**config.mk**
```make
export PLATFORM = sky130hd
export DESIGN_NAME = bmw_misc_io
export DESIGN_NICKNAME = d
export VERILOG_FILES = /design/src/logic/bmw_pkg.sv /design/src/logic/bmw_misc_io.sv
export VERILOG_INCLUDE_DIRS = /design/src /design/src/logic
export SDC_FILE = /design/constraint.sdc
export NUM_CORES = 1
export LEC_CHECK = 0
export ABC_CLOCK_PERIOD_IN_PS = 2600
export BUFFER_PORTS_ARGS = -buffer_cell sky130_fd_sc_hd__buf_2
export CORE_MARGIN = 1
export CORE_UTILIZATION = 45
export CTS_BUF_LIST = sky130_fd_sc_hd__clkbuf_8
export CTS_CLUSTER_SIZE = 8
export DETAILED_ROUTE_END_ITERATION = 12
export PLACE_DENSITY = 0.77
export SLEW_MARGIN = 20
export SYNTH_ARGS = -nofsm -noshare
export SYNTH_HDL_FRONTEND = slang
export SYNTH_SLANG_ARGS = --single-unit
```
**constraint.sdc**
```tcl
create_clock -name core_clk -period 2.6 [get_ports core_clk]
set_input_delay 0.52 -clock core_clk [delete_from_list [all_inputs] [get_ports core_clk]]
set_output_delay 0.52 -clock core_clk [all_outputs]
set_load 0.005 [all_outputs]
```
**src/logic/bmw_cfg.svh**
```systemverilog
// Address map, field positions, reset values and timing for the misc I/O and watchdog block
`ifndef BMW_CFG_SVH
`define BMW_CFG_SVH
`define BMW_ADDR_WDOG_ENABLE   16'h01c0
`define BMW_ADDR_WDOG_STROBE   16'h01c8
`define BMW_ADDR_MISC_CONTROL  16'h01d4
`define BMW_BIT_CTS            7
`define BMW_BIT_RTS            6
`define BMW_BIT_LED            5
`define BMW_BIT_PIN_DIR        4
`define BMW_BIT_PRN_DIR        3
`define BMW_BIT_PERIPH_SEL     2
`define BMW_BIT_SHIFT_CLK      1
`define BMW_BIT_SERIAL_DATA    0
`define BMW_MISC_RESET         7'h00
`define BMW_WDOG_TIMEOUT_MS    1500
`define BMW_CLK_MHZ            100
`define BMW_WDOG_TIMEOUT_CYC   (`BMW_WDOG_TIMEOUT_MS * 1000 * `BMW_CLK_MHZ)
`endif

```
**src/logic/bmw_pkg.sv**
```systemverilog
// Types shared by the misc I/O and watchdog block
package bmw_pkg;
    typedef struct packed {
        logic        write_strobe;
        logic        read_strobe;
        logic [15:0] address;
        logic [7:0]  write_data;
    } bmw_io_req_type;

    typedef struct packed {
        logic rts;
        logic led;
        logic serial_pin_direction;
        logic printer_port_input_select;
        logic serial_peripheral_choice;
        logic serial_shift_clock_bit;
        logic serial_data_out;
    } bmw_misc_type;

    typedef struct packed {
        logic [1:0]  cts_sync;
        logic [1:0]  data_sync;
        bmw_misc_type misc;
        logic        wdog_enabled;
        logic [31:0] wdog_count;
        logic        wdog_reset;
        logic [7:0]  read_data;
    } bmw_state_type;
endpackage

```
**src/logic/bmw_misc_io.sv**
```systemverilog
// Misc control register, watchdog enable and watchdog strobe ports on the I/O bus
`timescale 1ns/100ps
`include "bmw_cfg.svh"

module bmw_misc_io #(
    parameter int unsigned WDOG_TIMEOUT_CYC = `BMW_WDOG_TIMEOUT_CYC
) (
    // Clock and reset
    input  wire logic             core_clk,
    input  wire logic             rst,
    input  wire logic             clk_en,
    // Processor I/O bus
    input  wire bmw_pkg::bmw_io_req_type io_req,
    output logic [7:0]            io_read_data,
    // Board configuration
    input  wire logic             wdog_jumper_installed,
    input  wire logic             printer_sw_dir_jumper,
    // Peripheral pins
    input  wire logic             cts_pin,
    output logic                  rts_pin,
    output logic                  led_on,
    output logic                  printer_port_input_select,
    output logic                  serial_peripheral_choice,
    output logic                  serial_shift_clock_bit,
    input  wire logic             serial_data_in,
    output logic                  serial_data_out,
    output logic                  serial_data_oe,
    // Watchdog
    output logic                  wdog_cpu_reset
);
    import bmw_pkg::*;

    bmw_state_type state;
    bmw_state_type next_state;
    logic          wr_misc;
    logic          wr_enable;
    logic          wr_strobe;
    logic          rd_misc;

    // Full 16-bit compare keeps the three ports off neighbouring devices
    // misc register, watchdog enable and watchdog strobe decode
    assign wr_misc   = io_req.write_strobe && io_req.address == `BMW_ADDR_MISC_CONTROL;
    assign rd_misc   = io_req.read_strobe && io_req.address == `BMW_ADDR_MISC_CONTROL;
    assign wr_enable = io_req.write_strobe && io_req.address == `BMW_ADDR_WDOG_ENABLE;
    assign wr_strobe = io_req.write_strobe && io_req.address == `BMW_ADDR_WDOG_STROBE;

    always_comb begin
        next_state = state;
        // Two flops on CTS and the data pin; jumpers are static and read direct
        next_state.cts_sync  = {state.cts_sync[0], cts_pin};
        next_state.data_sync = {state.data_sync[0], serial_data_in};
        next_state.wdog_reset = 1'b0;
        if (wr_misc) begin
            // bit 7 write has no effect
            next_state.misc.rts = io_req.write_data[`BMW_BIT_RTS];
            next_state.misc.led = io_req.write_data[`BMW_BIT_LED];
            next_state.misc.serial_pin_direction = io_req.write_data[`BMW_BIT_PIN_DIR];
            next_state.misc.printer_port_input_select = io_req.write_data[`BMW_BIT_PRN_DIR];
            next_state.misc.serial_peripheral_choice = io_req.write_data[`BMW_BIT_PERIPH_SEL];
            next_state.misc.serial_shift_clock_bit = io_req.write_data[`BMW_BIT_SHIFT_CLK];
            next_state.misc.serial_data_out = io_req.write_data[`BMW_BIT_SERIAL_DATA];
        end
        // Read data is registered; other ports read as zero
        next_state.read_data = 8'h00;
        if (rd_misc) begin
            next_state.read_data[`BMW_BIT_CTS] = state.cts_sync[1];
            next_state.read_data[6:1] = {state.misc.rts, state.misc.led,
                state.misc.serial_pin_direction, state.misc.printer_port_input_select,
                state.misc.serial_peripheral_choice, state.misc.serial_shift_clock_bit};
            // data bit reads pin when released
            next_state.read_data[`BMW_BIT_SERIAL_DATA] = state.misc.serial_pin_direction ?
                state.data_sync[1] : state.misc.serial_data_out;
        end
        if (state.wdog_enabled) begin
            if (wr_strobe) begin
                next_state.wdog_count = 32'h0;
            end else if (state.wdog_count >= WDOG_TIMEOUT_CYC - 1) begin
                next_state.wdog_reset = 1'b1;
                next_state.wdog_count = 32'h0;
            end else begin
                next_state.wdog_count = state.wdog_count + 32'h1;
            end
        end
        // Enable port wins over counting so a rewrite always restarts the interval
        // start only with jumper present
        if (wr_enable) begin
            next_state.wdog_enabled = io_req.write_data[0] && wdog_jumper_installed;
            next_state.wdog_count = 32'h0;
        end
        // disabled watchdog never fires
        // A timeout that meets an enable restart still fires; a stop or a strobe suppresses it
        if (!next_state.wdog_enabled) begin
            next_state.wdog_reset = 1'b0;
        end
    end

    always_ff @(posedge core_clk) begin
        // Clock enable freezes synchronisers and count alike
        // reset clears everything
        if (rst) begin
            state <= '0;
        end else if (clk_en) begin
            state <= next_state;
        end
    end

    assign io_read_data    = state.read_data;
    assign rts_pin         = state.misc.rts;
    assign led_on          = state.misc.led;
    assign printer_port_input_select = printer_sw_dir_jumper &&
        state.misc.printer_port_input_select;
    assign serial_peripheral_choice = state.misc.serial_peripheral_choice;
    assign serial_shift_clock_bit = state.misc.serial_shift_clock_bit;
    // drive pin only while bit 4 is zero
    assign serial_data_out = state.misc.serial_data_out;
    // Released pin lets the peripheral drive returned data
    assign serial_data_oe  = !state.misc.serial_pin_direction;
    assign wdog_cpu_reset  = state.wdog_reset;

    // Assertions
    a_led_follows_write: assert property (@(posedge core_clk) disable iff (rst)
        clk_en && wr_misc |=> led_on == $past(io_req.write_data[5]))
        else $error("LED does not follow write");
    a_rts_follows_write: assert property (@(posedge core_clk) disable iff (rst)
        clk_en && wr_misc |=> rts_pin == $past(io_req.write_data[6]))
        else $error("RTS does not follow write");
    a_pin_dir_oe: assert property (@(posedge core_clk) disable iff (rst)
        clk_en && wr_misc |=> serial_data_oe == !$past(io_req.write_data[4]))
        else $error("Serial pin enable wrong");
    a_prn_dir_jumper: assert property (@(posedge core_clk) disable iff (rst)
        !printer_sw_dir_jumper |-> !printer_port_input_select)
        else $error("Printer input without jumper");
    a_sel_follows: assert property (@(posedge core_clk) disable iff (rst)
        clk_en && wr_misc |=> serial_peripheral_choice == $past(io_req.write_data[2]))
        else $error("Peripheral select wrong");
    a_clk_follows: assert property (@(posedge core_clk) disable iff (rst)
        clk_en && wr_misc |=> serial_shift_clock_bit == $past(io_req.write_data[1]))
        else $error("Shift clock wrong");
    a_read_led: assert property (@(posedge core_clk) disable iff (rst)
        clk_en && rd_misc |=> io_read_data[5] == $past(state.misc.led))
        else $error("Readback of LED wrong");
    a_cts_read: assert property (@(posedge core_clk) disable iff (rst)
        clk_en && rd_misc |=> io_read_data[7] == $past(state.cts_sync[1]))
        else $error("CTS readback wrong");
    a_data_read: assert property (@(posedge core_clk) disable iff (rst)
        clk_en && rd_misc && !state.misc.serial_pin_direction
        |=> io_read_data[0] == $past(state.misc.serial_data_out))
        else $error("Data readback wrong");
    a_wdog_start: assert property (@(posedge core_clk) disable iff (rst)
        clk_en && wr_enable && io_req.write_data[0] |=> state.wdog_enabled ==
        $past(wdog_jumper_installed))
        else $error("Watchdog start wrong");
    a_wdog_stop: assert property (@(posedge core_clk) disable iff (rst)
        !state.wdog_enabled |=> !wdog_cpu_reset)
        else $error("Reset while disabled");
    a_strobe_clear: assert property (@(posedge core_clk) disable iff (rst)
        clk_en && state.wdog_enabled && wr_strobe && !wr_enable |=> state.wdog_count == 32'h0)
        else $error("Strobe did not restart");
    a_timeout_fire: assert property (@(posedge core_clk) disable iff (rst)
        $past(clk_en) && wdog_cpu_reset |-> $past(state.wdog_count) >= WDOG_TIMEOUT_CYC - 1)
        else $error("Reset before interval");
    a_reset_clear: assert property (@(posedge core_clk)
        rst |=> !led_on && !state.wdog_enabled && !printer_port_input_select)
        else $error("Reset state wrong");

    a_prn_dir_write: assert property (@(posedge core_clk) disable iff (rst)
        clk_en && wr_misc |=> printer_port_input_select ==
        ($past(io_req.write_data[3]) && printer_sw_dir_jumper))
        else $error("Printer direction wrong");
    a_data_out_follows: assert property (@(posedge core_clk) disable iff (rst)
        clk_en && wr_misc |=> serial_data_out == $past(io_req.write_data[0]))
        else $error("Data out wrong");
    a_data_pin_read: assert property (@(posedge core_clk) disable iff (rst)
        clk_en && rd_misc && state.misc.serial_pin_direction
        |=> io_read_data[0] == $past(state.data_sync[1]))
        else $error("Pin readback wrong");
    a_unmapped_read: assert property (@(posedge core_clk) disable iff (rst)
        clk_en && io_req.read_strobe && !rd_misc |=> io_read_data == 8'h00)
        else $error("Unmapped read not zero");

    // Enable rewrite restarts the interval even while running
    a_enable_restart: assert property (@(posedge core_clk) disable iff (rst)
        clk_en && wr_enable |=> state.wdog_count == 32'h0)
        else $error("Enable did not restart");
    a_freeze_state: assert property (@(posedge core_clk) disable iff (rst)
        !clk_en |=> $stable(state))
        else $error("State moved while frozen");

    c_wdog_fire: cover property (@(posedge core_clk) wdog_cpu_reset);
    c_misc_write: cover property (@(posedge core_clk) clk_en && wr_misc);
    c_strobe: cover property (@(posedge core_clk) clk_en && wr_strobe && state.wdog_enabled);
    c_count_frozen: cover property (@(posedge core_clk) !clk_en && state.wdog_enabled);
    c_pin_read: cover property (@(posedge core_clk) clk_en && rd_misc && state.misc.serial_pin_direction);
endmodule

```
# Yosys cells after proc, flatten, opt, wreduce, memory -nomap -nowiden
# Index checks and enable logic that the tools add are counted.
dict set report word_totals {
  regBits 53
  output_inout_bits 16
  elab_cells 37
}
dict set report op_classes {
  order_cmp 1
  add_sub_neg 1
  n_mux 9
  n_reduce_logical 10
  eq_ne 3
}
# operator n
set ops {}
lappend ops {{$mux 33} 2}
lappend ops {{$mux 32} 2}
lappend ops {{$eq 16x9->1 const B} 3}
lappend ops {{$add 32x1->32 const B} 1}
lappend ops {{$ge 32x28->1 const B} 1}
lappend ops {{$mux 8} 1}
lappend ops {{$logic_and 1x1->1} 6}
lappend ops {{$mux 1} 4}
lappend ops {{$reduce_and 2->1} 2}
lappend ops {{$reduce_bool 2->1} 1}
lappend ops {{$logic_not 1->1} 1}

# Depth between registers and ports, before layout
dict set report depth {
  ltp_word 6
  depth_mapped 8
  depth_no_buf 7
}

# Worst setup path before layout
# OpenSTA, ideal clock, no wires.
dict set report synth_path {
  path_type {input-to-reg}
  start {input io_req[9] in the netlist's numbering}
  end {register state[26] in the netlist's numbering}
  setup_slack_ps 526
  cell_stages 6
  setup_ps 66
  path_buffers 0
  t_required_ps 2534
  t_arrival_ps 2008
  cell_sequence {nor3b_1 > nand4_4 > o31ai_4 > nand4_2 > or3_1 > a21oi_2}
}
dict set report synth_between {
  elab_chain_len 5
}
# element line_no
set synth_rtl {}
lappend synth_rtl {{from (decl)} bmw_misc_io.sv:13} ;# input wire bmw_pkg::bmw_io_req_type io_req,
lappend synth_rtl {{$eq 16x9->1 (no line)} n/a}
lappend synth_rtl {{$logic_and 1x1->1 (no line)} n/a}
lappend synth_rtl {{$mux 32} bmw_misc_io.sv:75} ;# if (wr_strobe) begin
lappend synth_rtl {{$mux 33} bmw_misc_io.sv:74} ;# if (state.wdog_enabled) begin
lappend synth_rtl {{$mux 33} bmw_misc_io.sv:86} ;# if (wr_enable) begin
lappend synth_rtl {{to (signal assigned)} bmw_misc_io.sv:103} ;# state <= next_state;
lappend synth_rtl {{to (decl)} bmw_misc_io.sv:33} ;# bmw_state_type state;
# Several ways; a longest one is shown, not always the timed one. The select of a mux whose other input is x is not followed.
# A chain may end at the register's enable or synchronous reset.

# Worst setup path in the final report
dict set report layout_path {
  start {register state[37] in the netlist's numbering}
  end {register state[18] in the netlist's numbering}
}
dict set report layout_between {
  elab_chain_len 5
}
# element line_no
set layout_rtl {}
lappend layout_rtl {{$ge 32x28->1} bmw_misc_io.sv:77} ;# end else if (state.wdog_count >= WDOG_TIMEOUT_CYC - 1) begin
lappend layout_rtl {{$mux 32} bmw_misc_io.sv:77}
lappend layout_rtl {{$mux 32} bmw_misc_io.sv:75}
lappend layout_rtl {{$mux 33} bmw_misc_io.sv:74}
lappend layout_rtl {{$mux 33} bmw_misc_io.sv:86}
# Every way passes these cells. The select of a mux whose other input is x is not followed.

==> results.py <==
metrics = {
    "die": {
        "die_x_um": 77.92,
        "initial_core_util_pct": 46.82,
        "die_area_um2": 6072,
        "io_pins": 49,
        "row_count": 27,
        "die_h_um": 77.92,
        "core_area_um2": 5540,
    },
    "place": {
        "dp_cells": 397,
        "gp_congestion": 0.7687,
        "port_buffers": 47,
        "hpwl_mm": 3.820,
        "preCtsSetupSlack_ns": 0.1952,
    },
    "timing": {
        "rsz0062_at_grt": "no",
        "max_freq_mhz": 432.4,
        "drv_slew": 0,
        "final-setup-viol-count": 0,
        "min_period_ns": 2.313,
        "finalClockSkew_ns": 0.004623,
        "setup_ws_ns": 0.2872,
        "fin_crit_sh_pct": 88.95,
        "max_slew_margin_pct": 61.72,
        "hold_viol": 0,
        "fin_setup_tns_ns": 0,
        "hold-worst-slack_ns": 0.4303,
        "tightest_slew_ns": 0.5682,
    },
    "synth": {
        "synth.cell_area_um2": 2594,
        "ys_seq_area_share_pct": 40.91,
        "synthArstFlopShare_pct": 0,
        "netlist_instances": 293,
        "synth-edff-count": 0,
        "syn-num-nets": 327,
        "synth-main-ff-cell": "dfxtp_1",
        "ys_warn_count": 0,
        "ys_ff_latch": 53,
        "avgSynthCellArea_um2": 8.852,
        "ys_types": 47,
    },
    "final_layout": {
        "stdcell_count": 405,
        "antenna_cells": 0,
        "nets": 366,
        "final_cell_mix": "dfxtp_1, nor2_1, buf_2",
        "mostFrequentLayoutCell": "dfxtp_1",
        "fillCellCount": 522,
        "drive_above_1_share_pct": 23.72,
        "syn_to_final_growth_pct": 14.18,
    },
    "worst_setup_path": {
        "required_ns": 2.85,
        "crit_slowest_cell": "nor4_1",
        "rrSetupSlack_ns": 0.29,
        "arrival_ns": 2.57,
        "path_cells": "nor4_1, nand3_1, a311o_1, a21oi_4, a31oi_4, buf_12, a21oi_1",
        "end_kind": "flop",
        "critPathMaxFanout": 22,
        "critPathMaxStageDelay_ns": 0.51,
        "cp_top_family": "compound AO/OA/AOI/OAI gates",
        "worst-path-buf-inv": 1,
        "crit_type": "flop to flop",
        "startpoint_type": "flop",
    },
    "detailed_routing": {
        "routed_via_density": 5.294,
        "drt_pass1_iterations": 6,
        "drt_iter0_drc": 107,
        "detail-route-antenna-nets": 0,
        "wl_per_cell_um": 12.86,
        "post-route-drc-count": 0,
        "wirelength_mm": 5.208,
        "num_vias": 2144,
    },
    "pwr": {
        "ir_drop_v": 0.0005059,
        "pwr-share-comb_pct": 4.5,
        "clkPwrFrac_pct": 40.2,
        "leakage_nw": 1.156,
        "switchingPower_w": 0.0003345,
        "power_w": 0.001474,
        "internal-power_w": 0.001139,
        "p_sw_share_pct": 22.70,
        "powerDensity_nw_per_um2": 497.6,
        "seq_power_share_pct": 55.3,
    },
    "clock_network": {
        "cts.sinks": 53,
        "cts-resized-gates": 0,
        "h-tree-depth": 2,
        "cts_hold_buf": 0,
        "root_buffer": "clkbuf_8",
        "cts_tree": "built",
        "numCtsBuffers": 5,
        "insertion_delay_ns": 0.32,
        "clkTransAtPathRegs_ns": 0.10,
        "post_cts_buffers": 0,
        "clk_path_buf_depth": 2,
    },
    "outcome": {
        "status": "complete, no violations",
    },
    "global_route": {
        "grt_pass1_wl_mm": 8.935,
        "grt-ovfl-total": 0,
        "grt_start_max_net_pins": 28,
        "grtUsageTotal_pct": 18.49,
        "antenna_found_initial": 0,
        "grt_pass1_vias": 2074,
    },
    "flow_run": {
        "maxCapViolCount": 0,
    },
    "min_path": {
        "hold_path_class": "input port to flop",
    },
}
==> Yosys cell counts (all sizes together) (2+ instances only) <==
cell | count | share of area, %
a21oi | 18 | 4.3
nor2 | 54 | 8.5
and2 | 3 | 0.77
nor2b | 8 | 1.9
and3 | 13 | 3.1
and4 | 3 | 1.0
xor2 | 13 | 4.4
nor4 | 4 | 0.96
or3 | 6 | 1.6
nor4b | 2 | 1.8
mux2i | 11 | 4.2
buf | 12 | 3.6
nor3 | 5 | 0.96
dfxtp | 53 | 41
nand4 | 16 | 4.7
a31oi | 5 | 1.8
nand2 | 15 | 2.2
xnor2 | 4 | 1.4
nand3b | 2 | 0.58
nand4b | 2 | 0.68
clkbuf | 7 | 1.0
nand3 | 9 | 1.7
o31a | 2 | 0.68
inv | 4 | 0.58
nand2b | 2 | 0.48
o21ai | 9 | 1.7
==> sequential cells by signal, summed over array words and instances (netlist names) <==
register and cells:
serial_data_out 1, next_state 2, serial_shift_clock_bit 1, led_on 1, io_read_data 8, wdog_cpu_reset 1, serial_peripheral_choice 1, rts_pin 1
state 37
==> power groups by stage <==
stage | sequential (W) | clock [W] | combinational, W
after global routing | 0.000816 | 0.000638 | 0.0000722
final | 0.000816 | 0.000592 | 0.0000660
after CTS | 0.000816 | 0.000604 | 0.0000672
after floorplan | 0.000834 | 0 | 0.0000332
after global placement | 0.000834 | 0 | 0.0000655
after detailed placement | 0.000834 | 0 | 0.0000671
==> worst paths after layout <==
path,from,to,depth (start not counted)
worst min-delay path,io_req[3],state[45],3
worst min register to register,state[40],state[40],2
worst max-delay path,state[37],state[18],7
worst max register to register,state[37],state[18],7
==> through the flow <==
stage	util [%]	area [um^2]
floorplan	-	2594
global placement	51.31	2843
detailed placement	51.31	2843
CTS	53.46	2962
global route	53.46	2962
finish	53.46	2962
==> final cells by class <==
type / count / area (um^2) / share of cell area, %
clock buffers: 5 / 68.82 / 2.324
clock inverters: 3 / 50.05 / 1.690
inverters: 4 / 15.01 / 0.5070
multi-input cells: 217 / 1399 / 47.23
flip-flops and latches: 53 / 1061 / 35.83
well taps: 72 / 90.09 / 3.042
repair buffers: 51 / 277.8 / 9.379
==> routing by layer <==
layer	wire length, um	share of wire [%]	up-vias	track usage, %
li1	-	-	1108	-
met1	2429	47	985	22.11
met2	2488	48	47	31.77
met3	233	4.5	4	4.941
met4	56	1.1	0	6.481
met5	0	0	-	0
==> kinds of logic after synthesis <==
kind of cell,synth area share (%)
AND/OR/NAND/NOR,31.36
flip-flops,40.91
AO/OA/AOI/OAI,11.67
buffers and inverters,5.162
XOR/XNOR,5.740
multiplexers,4.679
adder cells (fa/ha/maj),0.4823
==> worst register-to-register path: stages (launching register included) <==
cell and delay [ns]:
dfxtp_1 0.34, nor4_1 0.51, nand3_1 0.17, a311o_1 0.44, a21oi_4 0.35, a31oi_4 0.13
buf_12 0.17, a21oi_1 0.14
Power figures use the tool's default switching activity.
